--- src/verilog/osc_pkg.sv ---
// Shared constants and types for the oscillator select control block.
// Assumes an APB register port with 32-bit data and byte strobes.
`default_nettype none
package osc_pkg;
  // ==========================================================
  // Register map (byte addresses)
  localparam logic [11:0] CTRL_OFS = 12'h0000;
  localparam logic [11:0] TUNE_OFS = 12'h0004;
  localparam logic [11:0] CFGW_OFS = 12'h0008;

  // ==========================================================
  // Unlock keys
  localparam logic [7:0] LO_KEY1 = 8'h46;
  localparam logic [7:0] LO_KEY2 = 8'h57;
  localparam logic [7:0] HI_KEY1 = 8'h78;
  localparam logic [7:0] HI_KEY2 = 8'h9A;

  // ==========================================================
  // Oscillator group codes
  localparam logic [2:0] GRP_PLL = 3'h7;
  localparam logic [2:0] GRP_EXT = 3'h3;
  localparam logic [2:0] GRP_LOW_POWER_RC_SOURCE = 3'h2;
  localparam logic [2:0] GRP_FRC = 3'h1;
  localparam logic [2:0] GRP_LPOSC = 3'h0;

  // ==========================================================
  // Control register field positions
  localparam int CUR_LSB = 12;
  localparam int NEW_LSB = 8;
  localparam int POST_LSB = 6;
  localparam int LOCK_BIT = 5;
  localparam int CF_BIT = 3;
  localparam int SEC_BIT = 1;
  localparam int SWREQ_BIT = 0;

  // ==========================================================
  // Configuration word field positions
  localparam int CKSM_LSB = 14;
  localparam int FOS_LSB = 8;
  localparam int FPR_LSB = 0;
  localparam int TUNE_W = 4;

  // ==========================================================
  // Reset values and postscaler masks
  localparam logic [1:0] POST_RST = 2'h0;
  localparam logic [3:0] TUNE_RST = 4'h0;
  localparam logic [5:0] DIV1_MASK = 6'h00;
  localparam logic [5:0] DIV4_MASK = 6'h03;
  localparam logic [5:0] DIV16_MASK = 6'h0F;
  localparam logic [5:0] DIV64_MASK = 6'h3F;

  // ==========================================================
  // Types
  typedef enum logic [1:0] {UL_IDLE, UL_ARMED, UL_OPEN} osc_unlock_t;

  typedef struct packed {
    logic [2:0] cur;
    logic [2:0] nxt;
    logic [1:0] post;
    logic cf;
    logic sec;
    logic swreq;
  } osc_ctrl_t;

  typedef struct packed {
    logic [1:0] cksm;
    logic [2:0] fos;
    logic [4:0] fpr;
  } osc_cfg_t;
endpackage
`default_nettype wire

--- src/verilog/osc_select_control.sv ---
// Oscillator select control: protected control register, tuning
// register, configuration word view and postscaler tick divider.
// Assumes an APB master on sys_clk_in and asynchronous oscillator
// status inputs (lock, failure, switch done) and config fuse pins.
//
// Notes on behaviour
// - Low control byte writable only after byte writes 0x46 then 0x57.
// - High control byte writable only after byte writes 0x78 then 0x9A.
// - After an unlock pair one following access may write; then relock.
// - Current group bits 14-12 are read-only, showing the active source.
// - Current group loads power-on group at reset, new group on switch done.
// - Detected clock failure forces current group to fast RC code.
// - New group bits 10-8 writable, reset to power-on group.
// - Postscaler bits 7-6 divide by 64, 16, 4 or 1.
// - Lock flag bit 5 reads PLL lock state.
// - Clock fail flag bit 3 set on failure, software clears it.
// - Bit 1 enables the 32 kHz secondary oscillator.
// - Bit 0 requests a switch; hardware clears it when done.
// - Unimplemented bits read zero.
// - Four-bit tuning field read/write, reset zero, signed steps.
// - Switch/monitor config: 1x none, 01 switching only, 00 both.
// - Power-on group field picks group used after reset.
// - Primary option field selects configuration within primary group.
// - On failure: load fast RC code, set fail flag, clear request.
// - Clearing the request mid-switch aborts the transition.
// - Switching disabled: current group follows power-on group directly.
//
// Design decisions made here: the placing of the registers and the APB interface to the registers.
`timescale 1ns/10ps
`default_nettype none
module osc_select_control #(
  parameter int ADDR_W = 12
) (
  // Clock and reset
  input wire logic sys_clk_in,
  input wire logic reset_in,
  // APB slave
  input wire logic psel_in,
  input wire logic penable_in,
  input wire logic pwrite_in,
  input wire logic [ADDR_W-1:0] paddr_in,
  input wire logic [31:0] pwdata_in,
  input wire logic [3:0] pstrb_in,
  output logic [31:0] prdata_out,
  output logic pready_out,
  output logic pslverr_out,
  // Oscillator status, asynchronous
  input wire logic pll_lock_in,
  input wire logic clock_fail_in,
  input wire logic switch_done_in,
  input wire logic [23:0] config_word_in,
  // Clock selection controls
  output logic [2:0] current_group_out,
  output logic [2:0] target_group_out,
  output logic switch_request_out,
  output logic [4:0] primary_option_out,
  output logic secondary_osc_enable_out,
  output logic [3:0] tune_field_out,
  output logic fail_safe_monitor_out,
  output logic postscaler_tick_out
);

  // ==========================================================
  // Parameter check
  if (ADDR_W < 12 || ADDR_W > 32) begin : g_bad_addr_w
    $error("osc_select_control: ADDR_W out of range");
  end

  // ==========================================================
  // Input synchronisers
  logic [12:0] sync1_q;
  logic [12:0] sync2_q;
  logic fail_prev_q;
  logic done_prev_q;
  wire logic [12:0] async_bus;

  // Raw inputs grouped for the two-stage chain
  assign async_bus = {pll_lock_in, clock_fail_in, switch_done_in,
                      config_word_in[15:14], config_word_in[10:8], config_word_in[4:0]};

  // Two flip-flops, not reset, first stage read only by the second
  always_ff @(posedge sys_clk_in) begin
    sync1_q <= async_bus;
    sync2_q <= sync1_q;
  end

  // Edge history from the second stage, kept through reset: no false event
  always_ff @(posedge sys_clk_in) begin
    fail_prev_q <= sync2_q[11];
    done_prev_q <= sync2_q[10];
  end

  wire logic lock_s;
  wire logic fail_evt_raw;
  wire logic done_evt;
  wire osc_pkg::osc_cfg_t cfg;
  wire logic sw_en;
  wire logic mon_en;
  wire logic fail_evt;

  // Decoded synchronised status
  assign lock_s = sync2_q[12];
  assign fail_evt_raw = sync2_q[11] & ~fail_prev_q;
  assign done_evt = sync2_q[10] & ~done_prev_q;
  assign cfg = sync2_q[9:0];
  assign sw_en = ~cfg.cksm[1];
  assign mon_en = (cfg.cksm == 2'h0);
  assign fail_evt = fail_evt_raw & mon_en;

  // ==========================================================
  // APB handshake: one wait state, data from flops
  logic pready_q;
  logic pslverr_q;
  logic [31:0] prdata_q;
  wire logic access;
  wire logic xfer;
  wire logic hit_ctrl;
  wire logic hit_tune;
  wire logic hit_cfgw;
  wire logic addr_hit;

  // Address decode
  assign hit_ctrl = (paddr_in[11:0] == osc_pkg::CTRL_OFS);
  assign hit_tune = (paddr_in[11:0] == osc_pkg::TUNE_OFS);
  assign hit_cfgw = (paddr_in[11:0] == osc_pkg::CFGW_OFS);
  assign addr_hit = hit_ctrl | hit_tune | hit_cfgw;
  assign access = psel_in & penable_in & ~pready_q;
  assign xfer = psel_in & penable_in & pready_q;

  // ==========================================================
  // Unlock state machines, one per byte
  osc_pkg::osc_unlock_t lo_st_q;
  osc_pkg::osc_unlock_t hi_st_q;
  wire logic ctrl_wr;
  wire logic lo_byte_wr;
  wire logic hi_byte_wr;
  wire logic lo_wen;
  wire logic hi_wen;

  // Byte writes to the control register; other accesses cancel
  assign ctrl_wr = xfer & pwrite_in & hit_ctrl;
  assign lo_byte_wr = ctrl_wr & (pstrb_in == 4'h1);
  assign hi_byte_wr = ctrl_wr & (pstrb_in == 4'h2);
  assign lo_wen = ctrl_wr & pstrb_in[0] & (lo_st_q == osc_pkg::UL_OPEN);
  assign hi_wen = ctrl_wr & pstrb_in[1] & (hi_st_q == osc_pkg::UL_OPEN);

  // Next unlock state for one byte on a completed transfer
  function automatic osc_pkg::osc_unlock_t ul_next(
    input osc_pkg::osc_unlock_t st,
    input logic bwr,
    input logic [7:0] d,
    input logic [7:0] k1,
    input logic [7:0] k2
  );
    osc_pkg::osc_unlock_t nx;
    nx = osc_pkg::UL_IDLE;
    case (st)
      osc_pkg::UL_IDLE: begin
        if (bwr && d == k1) begin
          nx = osc_pkg::UL_ARMED;
        end
      end
      osc_pkg::UL_ARMED: begin
        if (bwr && d == k2) begin
          nx = osc_pkg::UL_OPEN;
        end else if (bwr && d == k1) begin
          nx = osc_pkg::UL_ARMED;
        end
      end
      osc_pkg::UL_OPEN: nx = osc_pkg::UL_IDLE;
      default: nx = osc_pkg::UL_IDLE;
    endcase
    return nx;
  endfunction

  // Step both sequences on every completed transfer
  always_ff @(posedge sys_clk_in) begin
    if (reset_in) begin
      lo_st_q <= osc_pkg::UL_IDLE;
      hi_st_q <= osc_pkg::UL_IDLE;
    end else if (xfer) begin
      lo_st_q <= ul_next(lo_st_q, lo_byte_wr, pwdata_in[7:0],
                         osc_pkg::LO_KEY1, osc_pkg::LO_KEY2);
      hi_st_q <= ul_next(hi_st_q, hi_byte_wr, pwdata_in[15:8],
                         osc_pkg::HI_KEY1, osc_pkg::HI_KEY2);
    end
  end

  // ==========================================================
  // Control register
  osc_pkg::osc_ctrl_t ctrl_q;
  osc_pkg::osc_ctrl_t ctrl_d;

  // Field updates, lowest priority first: software, switch done, failure
  always_comb begin
    ctrl_d = ctrl_q;
    if (!sw_en) begin
      ctrl_d.cur = cfg.fos;
      ctrl_d.swreq = 1'b0;
    end
    if (hi_wen) begin
      ctrl_d.nxt = pwdata_in[osc_pkg::NEW_LSB +: 3];
    end
    if (lo_wen) begin
      ctrl_d.post = pwdata_in[osc_pkg::POST_LSB +: 2];
      ctrl_d.sec = pwdata_in[osc_pkg::SEC_BIT];
      ctrl_d.swreq = pwdata_in[osc_pkg::SWREQ_BIT] & sw_en;
      if (!pwdata_in[osc_pkg::CF_BIT]) begin
        ctrl_d.cf = 1'b0;
      end
    end
    if (done_evt && ctrl_q.swreq && sw_en) begin
      ctrl_d.cur = ctrl_q.nxt;
      ctrl_d.swreq = 1'b0;
    end
    if (fail_evt) begin
      ctrl_d.cur = osc_pkg::GRP_FRC;
      ctrl_d.cf = 1'b1;
      ctrl_d.swreq = 1'b0;
    end
  end

  // Power-on load of both group fields from the config word
  always_ff @(posedge sys_clk_in) begin
    if (reset_in) begin
      ctrl_q <= '{cur: cfg.fos, nxt: cfg.fos, post: osc_pkg::POST_RST,
                  cf: 1'b0, sec: 1'b0, swreq: 1'b0};
    end else begin
      ctrl_q <= ctrl_d;
    end
  end

  // ==========================================================
  // Tuning register, unprotected
  logic [osc_pkg::TUNE_W-1:0] tune_q;

  always_ff @(posedge sys_clk_in) begin
    if (reset_in) begin
      tune_q <= osc_pkg::TUNE_RST;
    end else if (xfer && pwrite_in && hit_tune && pstrb_in[0]) begin
      tune_q <= pwdata_in[osc_pkg::TUNE_W-1:0];
    end
  end

  // ==========================================================
  // Read data assembly
  wire logic [31:0] ctrl_rd;
  wire logic [31:0] tune_rd;
  wire logic [31:0] cfgw_rd;
  wire logic [31:0] rd_mux;

  // Unimplemented positions are constant zero
  assign ctrl_rd = {16'h0000, 1'b0, ctrl_q.cur, 1'b0, ctrl_q.nxt, ctrl_q.post,
                    lock_s, 1'b0, ctrl_q.cf, 1'b0, ctrl_q.sec, ctrl_q.swreq};
  assign tune_rd = {28'h000_0000, tune_q};
  assign cfgw_rd = {16'h0000, cfg.cksm, 3'h0, cfg.fos, 3'h0, cfg.fpr};
  assign rd_mux = hit_ctrl ? ctrl_rd : hit_tune ? tune_rd : hit_cfgw ? cfgw_rd : 32'h0000_0000;

  // Answer one cycle into the access phase
  always_ff @(posedge sys_clk_in) begin
    if (reset_in) begin
      pready_q <= 1'b0;
      pslverr_q <= 1'b0;
      prdata_q <= 32'h0000_0000;
    end else begin
      pready_q <= access;
      pslverr_q <= access & ~addr_hit;
      if (access && !pwrite_in) begin
        prdata_q <= rd_mux;
      end
    end
  end

  // ==========================================================
  // Postscaler tick divider
  logic [5:0] div_cnt_q;
  logic tick_q;
  wire logic [5:0] div_mask;

  // Mask per postscaler code
  assign div_mask = (ctrl_q.post == 2'h3) ? osc_pkg::DIV64_MASK :
                    (ctrl_q.post == 2'h2) ? osc_pkg::DIV16_MASK :
                    (ctrl_q.post == 2'h1) ? osc_pkg::DIV4_MASK : osc_pkg::DIV1_MASK;

  // Free-running count, tick when masked bits all set
  always_ff @(posedge sys_clk_in) begin
    if (reset_in) begin
      div_cnt_q <= 6'h00;
      tick_q <= 1'b0;
    end else begin
      div_cnt_q <= div_cnt_q + 6'h01;
      tick_q <= ((div_cnt_q & div_mask) == div_mask);
    end
  end

  // ==========================================================
  // Outputs
  assign prdata_out = prdata_q;
  assign pready_out = pready_q;
  assign pslverr_out = pslverr_q;
  assign current_group_out = ctrl_q.cur;
  assign target_group_out = ctrl_q.nxt;
  assign switch_request_out = ctrl_q.swreq;
  assign primary_option_out = cfg.fpr;
  assign secondary_osc_enable_out = ctrl_q.sec;
  assign tune_field_out = tune_q;
  assign fail_safe_monitor_out = mon_en;
  assign postscaler_tick_out = tick_q;

  // ==========================================================
  // Assertions
  AST_LO_UNLOCK: assert property (@(posedge sys_clk_in) disable iff (reset_in)
    lo_st_q == osc_pkg::UL_ARMED && lo_byte_wr && pwdata_in[7:0] == osc_pkg::LO_KEY2
    |=> lo_st_q == osc_pkg::UL_OPEN)
    else $error("low byte did not unlock after key pair");

  AST_HI_UNLOCK: assert property (@(posedge sys_clk_in) disable iff (reset_in)
    hi_st_q == osc_pkg::UL_ARMED && hi_byte_wr && pwdata_in[15:8] == osc_pkg::HI_KEY2
    |=> hi_st_q == osc_pkg::UL_OPEN && lo_st_q != osc_pkg::UL_OPEN)
    else $error("high byte did not unlock after key pair");

  AST_RELOCK: assert property (@(posedge sys_clk_in) disable iff (reset_in)
    lo_st_q == osc_pkg::UL_OPEN && xfer |=> lo_st_q == osc_pkg::UL_IDLE)
    else $error("low byte stayed open after one access");

  AST_LOCKED_HOLD: assert property (@(posedge sys_clk_in) disable iff (reset_in)
    ctrl_wr && lo_st_q != osc_pkg::UL_OPEN && hi_st_q != osc_pkg::UL_OPEN
    |=> $stable(ctrl_q.post) && $stable(ctrl_q.sec) && $stable(ctrl_q.nxt))
    else $error("locked control byte changed");

  AST_FAIL_SEQ: assert property (@(posedge sys_clk_in) disable iff (reset_in)
    fail_evt |=> ctrl_q.cur == osc_pkg::GRP_FRC && ctrl_q.cf && !ctrl_q.swreq)
    else $error("failure did not force fast RC");

  AST_SWITCH_DONE: assert property (@(posedge sys_clk_in) disable iff (reset_in)
    done_evt && ctrl_q.swreq && sw_en && !fail_evt
    |=> ctrl_q.cur == $past(ctrl_q.nxt) && !ctrl_q.swreq)
    else $error("switch completion not applied");

  AST_DISABLED_FOLLOW: assert property (@(posedge sys_clk_in) disable iff (reset_in)
    !sw_en && !fail_evt |=> ctrl_q.cur == $past(cfg.fos) && !ctrl_q.swreq)
    else $error("current group not following power-on group");

  AST_POST_DIV4: assert property (@(posedge sys_clk_in) disable iff (reset_in)
    (ctrl_q.post == 2'h1)[*6] ##0 tick_q |-> $past(tick_q, 4) && !$past(tick_q, 1))
    else $error("divide by four period wrong");

  AST_RESERVED_ZERO: assert property (@(posedge sys_clk_in) disable iff (reset_in)
    xfer && !pwrite_in && hit_ctrl
    |-> prdata_q[31:15] == 17'h0_0000 && !prdata_q[11] && !prdata_q[4] && !prdata_q[2])
    else $error("reserved control bit read non-zero");

  AST_CF_SET_WINS: assert property (@(posedge sys_clk_in) disable iff (reset_in)
    fail_evt && lo_wen && !pwdata_in[osc_pkg::CF_BIT] |=> ctrl_q.cf)
    else $error("fail flag lost to a clear");

  COV_LO_WRITE: cover property (@(posedge sys_clk_in) disable iff (reset_in) lo_wen);
  COV_HI_WRITE: cover property (@(posedge sys_clk_in) disable iff (reset_in) hi_wen);
  COV_SWITCH: cover property (@(posedge sys_clk_in) disable iff (reset_in)
    done_evt && ctrl_q.swreq && sw_en);
  COV_FAIL: cover property (@(posedge sys_clk_in) disable iff (reset_in) fail_evt);

endmodule // osc_select_control
`default_nettype wire

--- config.mk ---
export PLATFORM = sky130hd
export DESIGN_NAME = osc_select_control
export DESIGN_NICKNAME = d
export VERILOG_FILES = /design/src/verilog/osc_pkg.sv /design/src/verilog/osc_select_control.sv
export SDC_FILE = /design/constraint.sdc
export NUM_CORES = 1
export LEC_CHECK = 0
export BUFFER_PORTS_ARGS = -buffer_cell sky130_fd_sc_hd__buf_2
export CORE_AREA = 2 2 129 68
export CTS_CLUSTER_DIAMETER = 120
export CTS_CLUSTER_SIZE = 30
export DETAILED_ROUTE_END_ITERATION = 8
export DIE_AREA = 0 0 131 70
export GPL_TIMING_DRIVEN = 0
export PLACE_DENSITY = 0.68
export SLEW_MARGIN = 5
export SYNTH_ARGS = -nofsm -noshare
export SYNTH_HDL_FRONTEND = slang
export SYNTH_SLANG_ARGS = --single-unit
--- constraint.sdc ---
create_clock -name sys_clk_in -period 2.15 [get_ports sys_clk_in]
set_input_delay 0.215 -clock sys_clk_in [delete_from_list [all_inputs] [get_ports sys_clk_in]]
set_output_delay 0.215 -clock sys_clk_in [all_outputs]
set_load 0.05 [all_outputs]
==> After elaboration in Yosys (flattened, before gate mapping) <==
Cells that the tools add are included.
{ "classes": {"add_sub_neg": 1, "n_eq_ne": 17, "mux": 23, "bitwise": 24, "n_reduce_logical": 21} }
{ "ops": {"columns": ["operator", "n"], "rows": [
  ["2-to-1 mux 16 bit", 3],
  ["equality test 8 x 7 -> 1 bit, second input constant", 3],
  ["bitwise AND 1 bit", 16],
  ["equality test 12 x 3 -> 1 bit, second input constant", 1],
  ["equality test 12 x 4 -> 1 bit, second input constant", 1],
  ["zero test 12 bit", 1],
  ["2-to-1 mux 3 bit", 4],
  ["2-to-1 mux 11 bit", 1],
  ["logical AND 1 bit", 10],
  ["equality test 2 bit, second input constant", 4],
  ["equality test 8 bit, second input constant", 1],
  ["case mux 2 bit (2 select lines)", 2],
  ["2-to-1 mux 1 bit", 7],
  ["adder 6 x 1 -> 6 bit, second input constant", 1],
  ["bitwise AND 6 bit", 1],
  ["equality test 2 x 1 -> 1 bit, second input constant", 3],
  ["equality test 6 bit", 1],
  ["zero test 2 bit", 3],
  ["2-to-1 mux 2 bit", 3],
  ["2-to-1 mux 6 bit", 1],
  ["nonzero test 2 bit", 3],
  ["2-to-1 mux 5 bit", 1],
  ["inverter 1 bit", 5],
  ["equality test 4 x 1 -> 1 bit, second input constant", 1],
  ["8 further kinds", 9]
]} }
{ "word_totals": {"ff_bits": 88, "in_bits": 80, "output_inout_bits": 53, "elab_cells": 104} }

==> Logic depth before layout (Yosys ltp) <==
{ "depth": {"ltp_word": 10, "ltp_mapped": 5, "mapped_depth_nobuf": 4} }

==> Worst setup path before layout <==
Ideal clock, no wire load.
{ "synth_path": {"path_kind": "reg2reg", "startpoint": "reg ctrl_q (netlist bit switch_request_out)", "endpoint": "reg ctrl_q (netlist bit current_group_out[0]) (data pin)", "setup_ns": 0.264, "t_arrival_ns": 1.685, "required_time_ns": 1.886, "slack_ns": 0.201, "path_stages_with_launch": 5, "path_buffers": 0, "synth_period_minus_slack_ns": 1.949, "cell_sequence": "dfxtp_1 -> inv_1 -> or4b_2 -> nor4_1 -> a21oi_1"} }
{ "synth_via": {"elab_chain_cells": 5} }
{ "synth_rtl": {"columns": ["item", "line", "text"], "rows": [
  ["start: declaration", "osc_select_control.sv:191", "osc_pkg::osc_ctrl_t ctrl_q;"],
  ["start signal: assignment", "osc_select_control.sv:226", "ctrl_q <= '{cur: cfg.fos, nxt: cfg.fos, post: osc_pkg::POST_RST,"],
  ["start signal: assignment", "osc_select_control.sv:229", "ctrl_q <= ctrl_d;"],
  ["logical AND 1 bit (2 in a row)", "osc_select_control.sv:212", "if (done_evt && ctrl_q.swreq && sw_en) begin"],
  ["2-to-1 mux 3 bit", "osc_select_control.sv:212", null],
  ["2-to-1 mux 3 bit", "osc_select_control.sv:216", "if (fail_evt) begin"],
  ["2-to-1 mux 11 bit", "osc_select_control.sv:225", "if (reset_in) begin"]
]} }
Every way passes these cells.
A chain may end at the register's enable or synchronous reset.

==> Worst setup path in the final report <==
{ "layout_path": {"startpoint": "reg sync2_q[9]", "endpoint": "reg ctrl_q (netlist bit current_group_out[2]) (data pin)"} }
{ "layout_via": {"elab_chain_cells": 5, "elab_cells_between_ends": 7, "classes_between": "mux: 3; bitwise: 2; reduce/logical: 2"} }
{ "layout_rtl": {"columns": ["item", "line", "text"], "rows": [
  ["start: declaration", "osc_select_control.sv:72", "logic [12:0] sync2_q;"],
  ["start signal: assignment", "osc_select_control.sv:84", "sync2_q <= sync1_q;"],
  ["inverter 1 bit", "osc_select_control.sv:106", "assign sw_en = ~cfg.cksm[1];"],
  ["logical AND 1 bit", "osc_select_control.sv:212", null],
  ["2-to-1 mux 3 bit", "osc_select_control.sv:212", null],
  ["2-to-1 mux 3 bit (*)", "osc_select_control.sv:216", null],
  ["2-to-1 mux 11 bit (*)", "osc_select_control.sv:225", null]
]} }
Mark *: on every way between the ends. The rest lies on a longest branch, timed or not.

==> run_results.csv <==
group,metric,value,unit
outcome,status,"finished clean",
clock_network,clockBufferDepth,2,
sta,drv_slew,0,
placement,place.gp.congestion,0.8530,
worst_hold_path,min_path_type,"primary input to flip-flop",
power,p_comb_share,11.9,%
sta,slew_headroom,52.35,%
routing,wl_per_cell,13.91,um
final_layout,multi_input_area,1065,um^2
final_layout,syn2layout_area_growth,37.21,%
final_layout,fin_nets,483,
worst_setup_path,ff2ff_path_depth,4,
final_layout,final_area,3784,um^2
routing,drc,0,
die,initial_core_util,33.39,%
die,fp.dieArea,9170,um^2
sta,rsz0062_at_grt,"false",
logic_synthesis,synth_top_area_share,47.19,%
clock_network,cts_root_buf,"clkbuf_16",
logic_synthesis,synth_edf_count,6,
routing,first_pass_iters,5,
sta,setup_viol,0,
clock_network,clk_pin_slew,0.05,ns
logic_synthesis,synth_area_leaders,"dfxtp_1, buf_4, edfxtp_1",
sta,skew,0.006397,ns
logic_synthesis,synth_cells,277,
sta,max_freq,538.8,MHz
die,rows,24,
power,power.internal,2.286,mW
sta,finalHoldViolCount,0,
logic_synthesis,ys_seq_area_share,53.72,%
sta,finalWorstSetupSlack,0.2941,ns
placement,hpwl,5669,um
power,swShare,25.42,%
final_layout,drive_gt1_share,34.73,%
power,seqPwrFrac,46.2,%
worst_setup_path,worstSetupPathType,"flip-flop to flip-flop",
grt,grt_pass1_wl,11480,um
power,p_leak,1.652,nW
clock_network,cts_tree,"done",
grt,antenna_found_initial,0,
power,max-vdd-ir-drop,383.9,uV
routing,routed_wl,7274,um
clock_network,postCtsSetupRepairBufs,0,
placement,dp_slack,-0.001651,ns
logic_synthesis,ys_seq_elements,71,
clock_network,numCtsBuffers,9,
logic_synthesis,yosys.area.top_type,"dfxtp_1",
grt,overflow,0,
clock_network,htree_levels,3,
logic_synthesis,yosysWarnings,0,
final_layout,layout_commonest_cell,"buf_2",
final_layout,n_fill_cell,820,
logic_synthesis,postSynthAreaPerCell,9.955,um^2
sta,whs,0.09461,ns
grt,grt_util_all_layers,16.72,%
logic_synthesis,synth_cell_types,48,
die,core-area,8258,um^2
final_layout,diodes,0,
sta,tns,0,ns
worst_hold_path,hold_depth,2,
grt,grt_pass1_vias,2228,
sta,fin_crit_sh,86.32,%
placement,place_area,3390,um^2
worst_setup_path,crit_chain,"nor4b_2 > nor2_1 > or2_2 > a22o_1",
routing,vias,2417,
die,die_y,70,um
placement,io_buffers,85,
clock_network,numClockSinks,71,
die,die_x,131,um
routing,ant_nets,0,
worst_setup_path,start_kind,"flip-flop",
worst_setup_path,arrival,1.93,ns
sta,tightestPinTransition,0.7092,ns
routing,viasPerCell,4.621,
worst_setup_path,cp.required,2.23,ns
clock_network,insertion_delay,0.33,ns
die,pin_count,133,
power,clockPowerShare,41.9,%
final_layout,seqCellArea,1481,um^2
routing,drt_iter0_drc,184,
sta,post-route-min-period,1.856,ns
worst_setup_path,slowest_stage,"nor4b_2",
power,power.density,810.2,nW/um^2
power,switching_power,0.7791,mW
logic_synthesis,async_flop_share,0,%
final_layout,layout_common_cells,"buf_2, dfxtp_1, buf_4",
worst_setup_path,crit_path_end_kind,"flip-flop",
grt,grt_max_degree,13,
flow_run,drv_cap,0,
worst_setup_path,slowest_delay,0.57,ns
worst_setup_path,path_max_fanout,6,
logic_synthesis,synthesis.area,2758,um^2
logic_synthesis,synth_top_flop_cell,"dfxtp_1",
[power by group through the flow]
| stage | clock, mW | combinational, mW | sequential (mW) |
|---|---|---|---|
| after floorplan | 0 | 0.224 | 1.46 |
| after CTS | 1.31 | 0.365 | 1.41 |
| after global routing | 1.38 | 0.388 | 1.42 |
| after detailed placement | 0 | 0.345 | 1.44 |
| after global placement | 0 | 0.341 | 1.44 |
| final | 1.28 | 0.366 | 1.41 |
[layer usage]
metal	track usage, %	routed length [um]	vias up
met5	0	0	-
met4	5.556	85	0
met3	5.824	607	8
met2	21.99	2965	102
met1	25.06	3616	1110
li1	-	-	1197
[metrics by stage]
stage | std cells | power [mW] | utilization, %
4_1_cts | 523 | 3.087 | 45.82
6_report | 523 | 3.065 | 45.82
3_5_place_dp | 495 | 1.786 | 41.05
3_3_place_gp | 495 | 1.781 | 41.05
5_1_grt | 523 | 3.189 | 45.82
2_1_floorplan | 293 | 1.680 | -
[synthesized netlist by cell type (4+ instances only)]
| cell type | count |
|---|---|
| edfxtp_1 | 6 |
| nand3_1 | 20 |
| nor4_1 | 6 |
| nand4_1 | 4 |
| nand2_1 | 21 |
| a221oi_1 | 6 |
| nor3_1 | 10 |
| clkbuf_1 | 7 |
| dfxtp_1 | 65 |
| nor2_1 | 16 |
| a21oi_1 | 16 |
| buf_4 | 28 |
| inv_1 | 7 |
| o21ai_0 | 12 |
| a22o_1 | 5 |
[logic make-up after synthesis]
kind of cell | synth area share (%)
compound gates | 12.02
buf+inv | 10.07
simple gates | 21.10
fa+ha+maj | 0.4536
flops | 53.72
mux | 1.225
other cells | 0.1360
xor+xnor | 1.271
[registers in the layout (all words and copies together), names as in the netlist, 2 cells and up]
signal	cells
target_group_out	3
sync1_q	13
lo_st_q	2
ctrl_q	3
div_cnt_q	6
sync2_q	13
current_group_out	3
hi_st_q	2
tune_field_out	4
prdata_out	15
[path summary, 6_finish.rpt]
path,start,endpoint,slack (ns)
hold / removal,pwdata_in[4],lo_st_q[0]$_SDFFE_PP0N_,0.09
setup reg to reg,sync2_q[9]$_DFF_P_,current_group_out[2]$_DFFE_PP_,0.29
setup / recovery,sync2_q[9]$_DFF_P_,current_group_out[2]$_DFFE_PP_,0.29
hold reg to reg,sync1_q[2]$_DFF_P_,sync2_q[2]$_DFF_P_,0.33
[worst max-delay path, delay by kind of cell (launching register included)]
family	cells	cell delay [ns]
simple gates	3	1.03
compound gates	1	0.20
flops	1	0.38
[layout make-up]
class                   instances  share of cell area [%]
plain buffers                  37                   6.647
clock buffers                  11                   6.151
clock inverters                 4                  0.6614
inverters                       7                  0.6944
multi-input cells             178                   28.14
flip-flops and latches         71                   39.15
well taps                     117                   3.869
repair buffers                 98                   14.68
[timing repair]
action | in CTS | in global routing
resized for setup | 1 | 0
endpoints found under the hold margin | 13 | 0
endpoints found under the setup margin | 2 | 0
hold buffers | 13 | 0
Note: power is estimated with default switching activity, not from simulation.
